`config.mk`:
```
export PLATFORM = sky130hd
export DESIGN_NAME = rail_control_pg_delay_regs
export DESIGN_NICKNAME = d
export VERILOG_FILES = /design/src/include/rail_pkg.sv /design/src/rtl/good_delay_timer.sv /design/src/rtl/rail_control_pg_delay_regs.sv
export SDC_FILE = /design/constraint.sdc
export NUM_CORES = 1
export LEC_CHECK = 0
export BUFFER_PORTS_ARGS = -buffer_cell sky130_fd_sc_hd__buf_2
export CORE_MARGIN = 2
export CORE_UTILIZATION = 64
export DETAILED_ROUTE_END_ITERATION = 10
export PLACE_DENSITY = 0.89
export REMOVE_ABC_BUFFERS = 1
export SETUP_SLACK_MARGIN = 0.5
export SLEW_MARGIN = 20
export SYNTH_ARGS = -nofsm -noshare
export SYNTH_HDL_FRONTEND = slang
export SYNTH_SLANG_ARGS = --single-unit
export TNS_END_PERCENT = 30
```
`constraint.sdc`:
```
create_clock -name mclk_in -period 6.2 [get_ports mclk_in]
set_input_delay 0.62 -clock mclk_in [delete_from_list [all_inputs] [get_ports mclk_in]]
set_output_delay 0.62 -clock mclk_in [all_outputs]
set_load 0.05 [all_outputs]
```
`src/include/rail_pkg.sv`:
```
// Purpose : Shared constants and types for the rail control and power-good delay registers
// Assumes : 40 MHz system clock, byte-wide register port
// Notes   : Delay codes map to whole multiples of a 5 ms step

package rail_pkg;

  // ****************************************************************
  // Clock and timing
  // ****************************************************************
  localparam int CLK_PERIOD_NS = 25;              // 40 MHz
  localparam int DLY_STEP_MS   = 5;               // Every delay is a multiple of this
  localparam int DLY_STEP_CYCLES = DLY_STEP_MS * 1000000 / CLK_PERIOD_NS;
  // Delay table in milliseconds, as programmed
  localparam int DLY_MS_0 = 0;
  localparam int DLY_MS_1 = 5;
  localparam int DLY_MS_2 = 10;
  localparam int DLY_MS_3 = 15;
  localparam int DLY_MS_4 = 20;
  localparam int DLY_MS_5 = 50;
  localparam int DLY_MS_6 = 75;
  localparam int DLY_MS_7 = 100;

  // ****************************************************************
  // Register offsets
  // ****************************************************************
  localparam logic [7:0] ADDR_CTRL  = 8'h9c;      // step_down_ctrl_mode_disable
  localparam logic [7:0] ADDR_DELAY = 8'h9d;      // power_good_delay_second
  localparam logic [7:0] ADDR_SWDIS = 8'h9f;      // switch_termination_disable

  // ****************************************************************
  // Field positions
  // ****************************************************************
  localparam int CTRL_MODE_LSB  = 3;              // Mode bits 5:3, controller one at 3
  localparam int CTRL_DIS_LSB   = 0;              // Disable bits 2:0, controller one at 0
  localparam int CTRL_WIDTH     = 6;              // Bits 7:6 reserved
  localparam int DLY_TWO_LSB    = 5;              // Bits 7:5
  localparam int DLY_FOUR_LSB   = 2;              // Bits 4:2
  localparam int DLY_ONE_LSB    = 0;              // Bits 1:0
  localparam int SW_TERM_BIT    = 4;
  localparam int SW_A_ONE_BIT   = 5;
  localparam int SW_B_ONE_BIT   = 6;
  localparam int SW_SHARED_BIT  = 7;
  localparam logic [7:0] DLY_ONE_MASK  = 8'h03;
  localparam logic [7:0] DLY_TWO_MASK  = 8'he0;
  localparam logic [7:0] DLY_FOUR_MASK = 8'h1c;
  localparam logic [7:0] READ_IDLE     = 8'h00;   // Unmapped offsets read zero

  // ****************************************************************
  // Types
  // ****************************************************************
  typedef enum logic [1:0] {
    MODE_GOOD  = 2'b00,                           // System power-good
    MODE_LEVEL = 2'b01,                           // Level shifter
    MODE_BUS   = 2'b10                            // Driven from the serial bus
  } out_mode_t;

  typedef enum logic [1:0] {
    TMR_IDLE   = 2'b00,
    TMR_TIMING = 2'b01,
    TMR_GOOD   = 2'b10
  } timer_state_t;

  typedef enum logic [1:0] {
    SEL_NONE  = 2'b00,
    SEL_CTRL  = 2'b01,
    SEL_DELAY = 2'b10,
    SEL_SWDIS = 2'b11
  } reg_sel_t;

  // Delay code to number of 5 ms steps
  function automatic logic [4:0] delay_steps(input logic [2:0] code);
    case (code)
      3'h0:    delay_steps = 5'(DLY_MS_0 / DLY_STEP_MS);
      3'h1:    delay_steps = 5'(DLY_MS_1 / DLY_STEP_MS);
      3'h2:    delay_steps = 5'(DLY_MS_2 / DLY_STEP_MS);
      3'h3:    delay_steps = 5'(DLY_MS_3 / DLY_STEP_MS);
      3'h4:    delay_steps = 5'(DLY_MS_4 / DLY_STEP_MS);
      3'h5:    delay_steps = 5'(DLY_MS_5 / DLY_STEP_MS);
      3'h6:    delay_steps = 5'(DLY_MS_6 / DLY_STEP_MS);
      default: delay_steps = 5'(DLY_MS_7 / DLY_STEP_MS);
    endcase
  endfunction

  // Address decode shared by write and read paths
  function automatic reg_sel_t reg_decode(input logic [7:0] addr);
    case (addr)
      ADDR_CTRL:  reg_decode = SEL_CTRL;
      ADDR_DELAY: reg_decode = SEL_DELAY;
      ADDR_SWDIS: reg_decode = SEL_SWDIS;
      default:    reg_decode = SEL_NONE;
    endcase
  endfunction

endpackage

```
`src/rtl/good_delay_timer.sv`:
```
// Purpose : Times the power-good delay of one general-purpose output
// Assumes : rails_ok_in is high while every rail grouped to the pin is in regulation
// Notes   : The code is latched when timing starts; a new code applies to the next rise

`timescale 1ns/1ps

module good_delay_timer (
  input  wire logic        mclk_in,         // System clock
  input  wire logic        reset_in,        // Synchronous, active high
  input  wire logic        rails_ok_in,     // All grouped rails in regulation
  input  wire logic        delay_used_in,   // Delay field applies to this pin
  input  wire logic [2:0]  delay_code_in,   // Programmed delay code
  input  wire logic [31:0] step_cycles_in,  // Cycles per 5 ms step
  output logic             good_out         // Delayed power-good
);

  // ****************************************************************
  // State
  // ****************************************************************
  rail_pkg::timer_state_t state_q, state_d;
  logic [31:0] pre_q, pre_d;                // Cycles within the current step
  logic [4:0]  steps_q, steps_d;            // Steps completed
  logic [4:0]  target_q, target_d;          // Steps wanted, latched at start
  logic        good_q, good_d;
  logic [4:0]  start_steps;

  // An unused field counts as zero delay so it cannot hold the pin back
  assign start_steps = delay_used_in ? rail_pkg::delay_steps(delay_code_in) : 5'h00;

  // Next-state logic
  always_comb begin
    state_d  = state_q;
    pre_d    = pre_q;
    steps_d  = steps_q;
    target_d = target_q;
    good_d   = good_q;
    case (state_q)
      rail_pkg::TMR_IDLE: begin
        good_d = 1'b0;
        if (rails_ok_in) begin
          target_d = start_steps;                                        // RL3
          pre_d    = 32'h0000_0000;
          steps_d  = 5'h00;
          if (start_steps == 5'h00) begin
            state_d = rail_pkg::TMR_GOOD;
            good_d  = 1'b1;
          end else begin
            state_d = rail_pkg::TMR_TIMING;
          end
        end
      end
      rail_pkg::TMR_TIMING: begin
        // Losing regulation restarts the whole delay
        if (!rails_ok_in) begin
          state_d = rail_pkg::TMR_IDLE;
          good_d  = 1'b0;
        end else if (pre_q == step_cycles_in - 32'h0000_0001) begin
          pre_d = 32'h0000_0000;
          if (steps_q + 5'h01 == target_q) begin
            state_d = rail_pkg::TMR_GOOD;                                // RL3
            good_d  = 1'b1;
          end else begin
            steps_d = steps_q + 5'h01;
          end
        end else begin
          pre_d = pre_q + 32'h0000_0001;
        end
      end
      rail_pkg::TMR_GOOD: begin
        if (!rails_ok_in) begin
          state_d = rail_pkg::TMR_IDLE;
          good_d  = 1'b0;
        end
      end
      default: begin
        state_d = rail_pkg::TMR_IDLE;
        good_d  = 1'b0;
      end
    endcase
  end

  // Registers
  always_ff @(posedge mclk_in) begin
    if (reset_in) begin
      state_q  <= rail_pkg::TMR_IDLE;
      pre_q    <= 32'h0000_0000;
      steps_q  <= 5'h00;
      target_q <= 5'h00;
      good_q   <= 1'b0;
    end else begin
      state_q  <= state_d;
      pre_q    <= pre_d;
      steps_q  <= steps_d;
      target_q <= target_d;
      good_q   <= good_d;
    end
  end

  assign good_out = good_q;
endmodule

```
`src/rtl/rail_control_pg_delay_regs.sv`:
```
// Purpose : Rail mode, software disable and power-good delay registers with their effects
// Assumes : Register port comes from the serial interface decoder; OTP values are static
// Notes   : Register defaults are loaded from OTP inputs on the first edge after reset

`timescale 1ns/1ps

// Behaviour
// RL1: Mode bit 0 automatic, 1 forced PWM
// RL2: Controller disable bit 0 forces controller off
// RL3: Power-good asserts after delay from regulation
// RL4: Second output delay: eight codes, 0-100 ms
// RL5: Fourth output delay uses same eight codes
// RL6: First output delay: 0, 5, 10, 15 ms
// RL7: Delays accurate within ten percent
// RL8: Bus-driven second output ignores delay unless termination
// RL9: Bus-driven first/fourth outputs ignore delay field
// RL10: Outputs act as good, level shifter, bus
// RL11: Unused delay bits default to zero
// RL12: Switch/termination disable bit 0 forces off
// RL13: Shared bit target chosen by factory setting
// RL14: Host writes zero to reserved low bits
// RL15: Control reserved bits read zero, ignore writes
// RL16: Writes take effect without commit action
module rail_control_pg_delay_regs #(
  parameter int DELAY_STEP_CYCLES = rail_pkg::DLY_STEP_CYCLES   // Cycles per 5 ms step
) (
  input  wire logic       mclk_in,                  // System clock, 40 MHz
  input  wire logic       reset_in,                 // Synchronous, active high
  input  wire logic       reg_wr_in,                // Register write strobe
  input  wire logic [7:0] reg_addr_in,              // Register offset
  input  wire logic [7:0] reg_wdata_in,             // Write data
  output logic      [7:0] reg_rdata_out,            // Read data, one cycle after address
  input  wire logic [5:0] otp_ctrl_in,              // Factory defaults, control register
  input  wire logic [7:0] otp_delay_in,             // Factory defaults, delay register
  input  wire logic [7:0] otp_swdis_in,             // Factory defaults, switch register
  input  wire logic       shared_target_sel_in,     // 1: switch B two, 0: adjustable regulator one
  input  wire logic [1:0] out_one_mode_in,          // Output modes, out_mode_t coding
  input  wire logic [1:0] out_two_mode_in,
  input  wire logic [1:0] out_four_mode_in,
  input  wire logic       out_two_term_use_in,      // Second output enables termination
  input  wire logic [2:0] group_ok_in,              // Grouped rails in regulation: four, two, one
  input  wire logic [2:0] bus_level_in,             // Bus-set levels: four, two, one
  input  wire logic [6:0] rail_request_in,          // Control-pin or power-good requests per rail
  output logic      [2:0] ctrl_forced_pwm_out,      // Controller three..one forced PWM
  output logic      [2:0] ctrl_enable_out,          // Controller three..one enable
  output logic            termination_enable_out,
  output logic            switch_a_one_enable_out,
  output logic            switch_b_one_enable_out,
  output logic            switch_b_two_enable_out,
  output logic            reg_a_one_enable_out,
  output logic            general_output_one_out,
  output logic            general_output_two_out,
  output logic            general_output_four_out
);

  // ****************************************************************
  // Register file
  // ****************************************************************
  logic [5:0] ctrl_q;                       // Bits 5:0 of the control register
  logic [5:0] ctrl_d;
  logic [7:0] delay_q;                      // Power-good delay register
  logic [7:0] delay_d;
  logic [7:0] swdis_q;                      // Switch and termination disable register
  logic [7:0] swdis_d;
  logic       load_q;                       // OTP default load pending
  logic       load_d;
  logic [7:0] rdata_d;
  logic [7:0] otp_delay_masked;
  logic       use_one;                      // Delay field relevant per pin
  logic       use_two;
  logic       use_four;
  rail_pkg::reg_sel_t wr_sel, rd_sel;

  // Delay only matters for good or level-shift use; termination keeps pin two's alive
  assign use_one  = out_one_mode_in  != rail_pkg::MODE_BUS;                        // RL9
  assign use_four = out_four_mode_in != rail_pkg::MODE_BUS;                        // RL9
  assign use_two  = (out_two_mode_in != rail_pkg::MODE_BUS) || out_two_term_use_in; // RL8

  // Unused fields come out of OTP as zero
  assign otp_delay_masked = otp_delay_in & ((use_one  ? rail_pkg::DLY_ONE_MASK  : 8'h00) | // RL11
                                            (use_two  ? rail_pkg::DLY_TWO_MASK  : 8'h00) |
                                            (use_four ? rail_pkg::DLY_FOUR_MASK : 8'h00));

  assign wr_sel = rail_pkg::reg_decode(reg_addr_in);
  assign rd_sel = wr_sel;

  // Register next values: OTP load first, then host writes
  always_comb begin
    ctrl_d  = ctrl_q;
    delay_d = delay_q;
    swdis_d = swdis_q;
    load_d  = 1'b0;
    if (load_q) begin
      ctrl_d  = otp_ctrl_in;
      delay_d = otp_delay_masked;
      swdis_d = otp_swdis_in;
    end else if (reg_wr_in) begin
      case (wr_sel)
        rail_pkg::SEL_CTRL:  ctrl_d  = reg_wdata_in[rail_pkg::CTRL_WIDTH-1:0];     // RL15 RL16
        rail_pkg::SEL_DELAY: delay_d = reg_wdata_in;                               // RL16
        // Low nibble is stored as written; the host keeps it at zero
        rail_pkg::SEL_SWDIS: swdis_d = reg_wdata_in;                               // RL14
        default: begin
          // Unmapped offsets are ignored
        end
      endcase
    end
  end

  // Read mux; control reserved bits are never stored so they read zero
  always_comb begin
    case (rd_sel)
      rail_pkg::SEL_CTRL:  rdata_d = {2'b00, ctrl_q};                              // RL15
      rail_pkg::SEL_DELAY: rdata_d = delay_q;
      rail_pkg::SEL_SWDIS: rdata_d = swdis_q;
      default:             rdata_d = rail_pkg::READ_IDLE;
    endcase
  end

  // Register file flops; reset holds all-off until the OTP load a cycle later
  always_ff @(posedge mclk_in) begin
    if (reset_in) begin
      ctrl_q        <= 6'h00;
      delay_q       <= 8'h00;
      swdis_q       <= 8'h00;
      load_q        <= 1'b1;
      reg_rdata_out <= 8'h00;
    end else begin
      ctrl_q        <= ctrl_d;
      delay_q       <= delay_d;
      swdis_q       <= swdis_d;
      load_q        <= load_d;
      reg_rdata_out <= rdata_d;
    end
  end

  // ****************************************************************
  // Power-good delay timers
  // ****************************************************************
  logic good_one;
  logic good_two;
  logic good_four;

  // Exact 5 ms multiples, well inside the allowed tolerance
  good_delay_timer u_timer_one (                                                   // RL7
    .mclk_in        (mclk_in),
    .reset_in       (reset_in),
    .rails_ok_in    (group_ok_in[0]),
    .delay_used_in  (use_one),
    .delay_code_in  ({1'b0, delay_q[rail_pkg::DLY_ONE_LSB +: 2]}),                 // RL6
    .step_cycles_in (32'(DELAY_STEP_CYCLES)),
    .good_out       (good_one)
  );

  good_delay_timer u_timer_two (
    .mclk_in        (mclk_in),
    .reset_in       (reset_in),
    .rails_ok_in    (group_ok_in[1]),
    .delay_used_in  (use_two),
    .delay_code_in  (delay_q[rail_pkg::DLY_TWO_LSB +: 3]),                         // RL4
    .step_cycles_in (32'(DELAY_STEP_CYCLES)),
    .good_out       (good_two)
  );

  good_delay_timer u_timer_four (
    .mclk_in        (mclk_in),
    .reset_in       (reset_in),
    .rails_ok_in    (group_ok_in[2]),
    .delay_used_in  (use_four),
    .delay_code_in  (delay_q[rail_pkg::DLY_FOUR_LSB +: 3]),                        // RL5
    .step_cycles_in (32'(DELAY_STEP_CYCLES)),
    .good_out       (good_four)
  );

  // ****************************************************************
  // Rail enables and pin outputs
  // ****************************************************************
  logic [2:0] pwm_d;
  logic [2:0] ctrl_en_d;
  logic       term_d;
  logic       sw_a1_d;
  logic       sw_b1_d;
  logic       sw_b2_d;
  logic       reg_a1_d;
  logic       shared_on;
  logic       pin_one_d;
  logic       pin_two_d;
  logic       pin_four_d;

  // Software disable gates every request, whatever the pins ask for
  always_comb begin
    pwm_d     = ctrl_q[rail_pkg::CTRL_MODE_LSB +: 3];                              // RL1
    ctrl_en_d = rail_request_in[2:0] & ctrl_q[rail_pkg::CTRL_DIS_LSB +: 3];        // RL2

    // Pin two can enable termination from its own delayed good
    term_d    = (rail_request_in[3] | (out_two_term_use_in & good_two))
                & swdis_q[rail_pkg::SW_TERM_BIT];                                  // RL12
    sw_a1_d   = rail_request_in[4] & swdis_q[rail_pkg::SW_A_ONE_BIT];              // RL12
    sw_b1_d   = rail_request_in[5] & swdis_q[rail_pkg::SW_B_ONE_BIT];              // RL12
    shared_on = rail_request_in[6] & swdis_q[rail_pkg::SW_SHARED_BIT];             // RL12
    sw_b2_d   = shared_on & shared_target_sel_in;                                  // RL13
    reg_a1_d  = shared_on & ~shared_target_sel_in;                                 // RL13

    // Bus mode takes the level bit; good and level-shift take the delayed good
    pin_one_d  = (out_one_mode_in  == rail_pkg::MODE_BUS) ? bus_level_in[0] : good_one;  // RL10
    pin_two_d  = (out_two_mode_in  == rail_pkg::MODE_BUS) ? bus_level_in[1] : good_two;  // RL10
    pin_four_d = (out_four_mode_in == rail_pkg::MODE_BUS) ? bus_level_in[2] : good_four; // RL10
  end

  // Output flops; everything off during reset
  always_ff @(posedge mclk_in) begin
    if (reset_in) begin
      ctrl_forced_pwm_out     <= 3'h0;
      ctrl_enable_out         <= 3'h0;
      termination_enable_out  <= 1'b0;
      switch_a_one_enable_out <= 1'b0;
      switch_b_one_enable_out <= 1'b0;
      switch_b_two_enable_out <= 1'b0;
      reg_a_one_enable_out    <= 1'b0;
      general_output_one_out  <= 1'b0;
      general_output_two_out  <= 1'b0;
      general_output_four_out <= 1'b0;
    end else begin
      ctrl_forced_pwm_out     <= pwm_d;
      ctrl_enable_out         <= ctrl_en_d;
      termination_enable_out  <= term_d;
      switch_a_one_enable_out <= sw_a1_d;
      switch_b_one_enable_out <= sw_b1_d;
      switch_b_two_enable_out <= sw_b2_d;
      reg_a_one_enable_out    <= reg_a1_d;
      general_output_one_out  <= pin_one_d;
      general_output_two_out  <= pin_two_d;
      general_output_four_out <= pin_four_d;
    end
  end
endmodule

```
==> impl_metrics.tcl <==
set metrics [dict create \
    n_antenna_cell 0 \
    gr-total-overflow 0 \
    fmax_ghz 0.368 \
    powerDensity_nw_per_um2 251 \
    cpMaxStageDelayCell "or3_1" \
    die_area_um2 14700 \
    multi_input_area_um2 4920 \
    finalHoldViolCount 0 \
    yosysWarnings 0 \
    synth_edf_count 0 \
    core-area_um2 13300 \
    routed_wl_um 22300 \
    drv_cap 0 \
    cts_setup_buffers 0 \
    ys_seq_elements 178 \
    drive_gt1_share_pct 12.9 \
    synthCells 1076 \
    clk_latency_ns 0.44 \
    crit_fanout 7 \
    cts_sinks 178 \
    grt_max_degree 66 \
    grt_util_met1_pct 39.4 \
    synth.distinct_cells 70 \
    rows 42 \
    cts_tree "done" \
    drv_slew 0 \
    clock-root-buffer "clkbuf_16" \
    path_cells "nand4_4 -> or4_4 -> or3_1 -> or3_1 -> or3_1 -> a31oi_1" \
    n_fill_cell 961 \
    track_usage_pct 30.8 \
    place_congestion 0.888 \
    fin_crit_ns 2.72 \
    via_per_inst 6.29 \
    final_nets 1196 \
    die_x_um 121 \
    fin_crit_sh_pct 43.8 \
    seq_area_frac_synth_pct 40.5 \
    use_met3_pct 7.47 \
    io_buffers 83 \
    r2r_slack_ns 3.48 \
    die_h_um 121 \
    synth_flop_cell "dfxtp_1" \
    synth-simple-area-share_pct 30.1 \
    grt_pass1_vias 7823 \
    grt_busiest_layer "met2" \
    dr.pass1.iters 5 \
    slowest_delay_ns 0.51 \
    synth_xor_area_share_pct 7.86 \
    cp_common_cell "or3_1" \
    cts_resized 0 \
    rsz0062_at_grt "no" \
    dp.cells 1285 \
    grt_pass1_wl_um 36700 \
    cp.arrival_ns 3.06 \
    whs_ns 0.347 \
    setup_viol 0 \
    clock_skew_ns 0.0114 \
    slew_headroom_pct 27.8 \
    cts_buffer_depth 2 \
    initialDrtViolationCount 1032 \
    use_met2_pct 49.5 \
    ios 84 \
    worstSetupStartpointType "flop" \
    ir_drop_v 0.000195 \
    ant_nets 0 \
    final_cell_count_no_fill 1317 \
    required_ns 6.54 \
    netlist_area_um2 8800 \
    synth_top_family_by_area "simple AND/OR/NAND/NOR gates" \
    final_util_pct 73.9 \
    htreeDepth 4 \
    status "completed" \
    seqCellArea_um2 3560 \
    end_kind "flop" \
    vias 8290 \
    initial_core_util_pct 65.9 \
    numCtsBuffers 17 \
    antenna_found_initial 0 \
    clkSlewWorstSetupHoldPaths_ns 0.07 \
    hpwl_um 14500 \
    synth_adder_area_share_pct 0.853 \
    synth-compound-area-share_pct 12.4 \
    fin_setup_tns_ns 0 \
    remaining_drc_errors 0 \
    worst_pin_slew_ns 1.07 \
    ys_async_sr_fraction_pct 0 \
    synthMuxAreaShare_pct 4.54 \
    routedWlPerCell_um 16.9 \
    p_leak_nw 3.64 \
    syn2layout_area_growth_pct 12.1 \
    ctsHoldBuffers 0 \
    avgSynthCellArea_um2 8.18 \
    path_class "reg2reg" \
    holdCritPathClass "in2reg" \
]
-- report_power, final --
group | internal (W) | switching, W | leakage (nW)
sequential | 0.00116 | 0.0000220 | 1.44
clock | 0.000649 | 0.000473 | 0.294
combinational | 0.0000594 | 0.000110 | 1.91
-- state kept, by name, summed over array words and instances (netlist names), 2 cells and up --
name                   flops
u_timer_four.pre_q        32
u_timer_one.pre_q         32
reg_rdata_out              8
ctrl_forced_pwm_out        3
u_timer_two.state_q        2
u_timer_one.state_q        2
u_timer_one.steps_q        5
u_timer_two.target_q       5
ctrl_q                     6
u_timer_two.pre_q         32
u_timer_four.state_q       2
ctrl_enable_out            3
swdis_q                    8
u_timer_two.steps_q        5
delay_q                    8
u_timer_one.target_q       3
u_timer_four.steps_q       5
u_timer_four.target_q      5
-- synthesized netlist by cell type (18+ instances only) --
master,instances,share of area [%]
nor2_1,150,6.4
nand4_1,40,2.8
nand2_1,89,3.8
a31oi_1,27,1.9
xor2_1,53,5.3
o21ai_0,33,1.9
dfxtp_1,178,40
clkbuf_1,51,2.2
and3_1,18,1.3
nand3_1,60,3.4
inv_1,21,0.90
xnor2_1,26,2.6
nor3_1,31,1.8
nor4_1,28,2.0
mux2i_1,32,3.6
nor2b_1,20,1.4
a21oi_1,63,3.6
-- worst max-delay path: cells and delay by family, from the launching register on --
family | cells | cell delay (ns)
and+or+nand+nor | 5 | 1.91
DFF | 1 | 0.48
AOI/OAI and AO/OA | 1 | 0.23
-- layout make-up --
cell class / instances / area share [%]
repair buffers: 89 / 4.67
well taps: 176 / 2.23
clock inverters: 14 / 1.78
multi-input cells: 820 / 49.9
inverters: 22 / 0.837
clock buffers: 18 / 4.45
flip-flops and latches: 178 / 36.1
-- path summary, 6_finish.rpt --
kind                            cells after the start                                  from                                   end
worst max-delay path                                6     u_timer_one.pre_q[7]$_SDFFE_PP0P_    u_timer_one.pre_q[30]$_SDFFE_PP0P_
worst max register to register                      6     u_timer_one.pre_q[7]$_SDFFE_PP0P_    u_timer_one.pre_q[30]$_SDFFE_PP0P_
worst min-delay path                                2                  shared_target_sel_in       reg_a_one_enable_out$_SDFF_PP0_
worst min register to register                      2  u_timer_two.target_q[4]$_SDFFE_PP0P_  u_timer_two.target_q[4]$_SDFFE_PP0P_
-- kinds of logic (layout without fill, tap and decap cells) --
kind of cell,Yosys count,count (layout)
fa+ha+maj,6,6
simple gates,518,518
mux,39,39
flops,178,178
compound gates,178,178
buf+inv,78,143
xor+xnor,79,79
-- layout by cell type, fill, tap and decap left out, types with 6 or more instances in the layout --
cell and count:
dfxtp_1 178, nor2_1 150, nand2_1 89, buf_2 83, a21oi_1 63, nand3_1 60, xor2_1 53, nand4_1 40
o21ai_0 33, mux2i_1 32, nor3_1 30, nor4_1 27, a31oi_1 27, xnor2_1 26, inv_1 21, nor2b_1 20
and3_1 18, clkbuf_16 17, or3_1 15, nand2b_1 10, and2_1 8, o22ai_1 8, mux2_2 7, nand4b_1 6
a211oi_1 6, ha_1 6, buf_4 6
-- through the flow --
stage | power, W | setup WS, ns | area, um^2
after floorplan | 0.00130 | 3.19 | 8550
after global placement | 0.00137 | 3.47 | 9240
after detailed placement | 0.00137 | 3.35 | 9240
after CTS | 0.00248 | 3.46 | 9860
after global routing | 0.00254 | 3.27 | 9860
final | 0.00248 | 3.48 | 9860
-- metal layers --
| layer | up-vias | wire, um |
|---|---|---|
| met5 | - | 0 |
| met4 | 0 | 739 |
| met3 | 64 | 1610 |
| met2 | 377 | 10700 |
| met1 | 3893 | 9240 |
| li1 | 3956 | - |
Note: power is estimated with default switching activity, not from simulation.
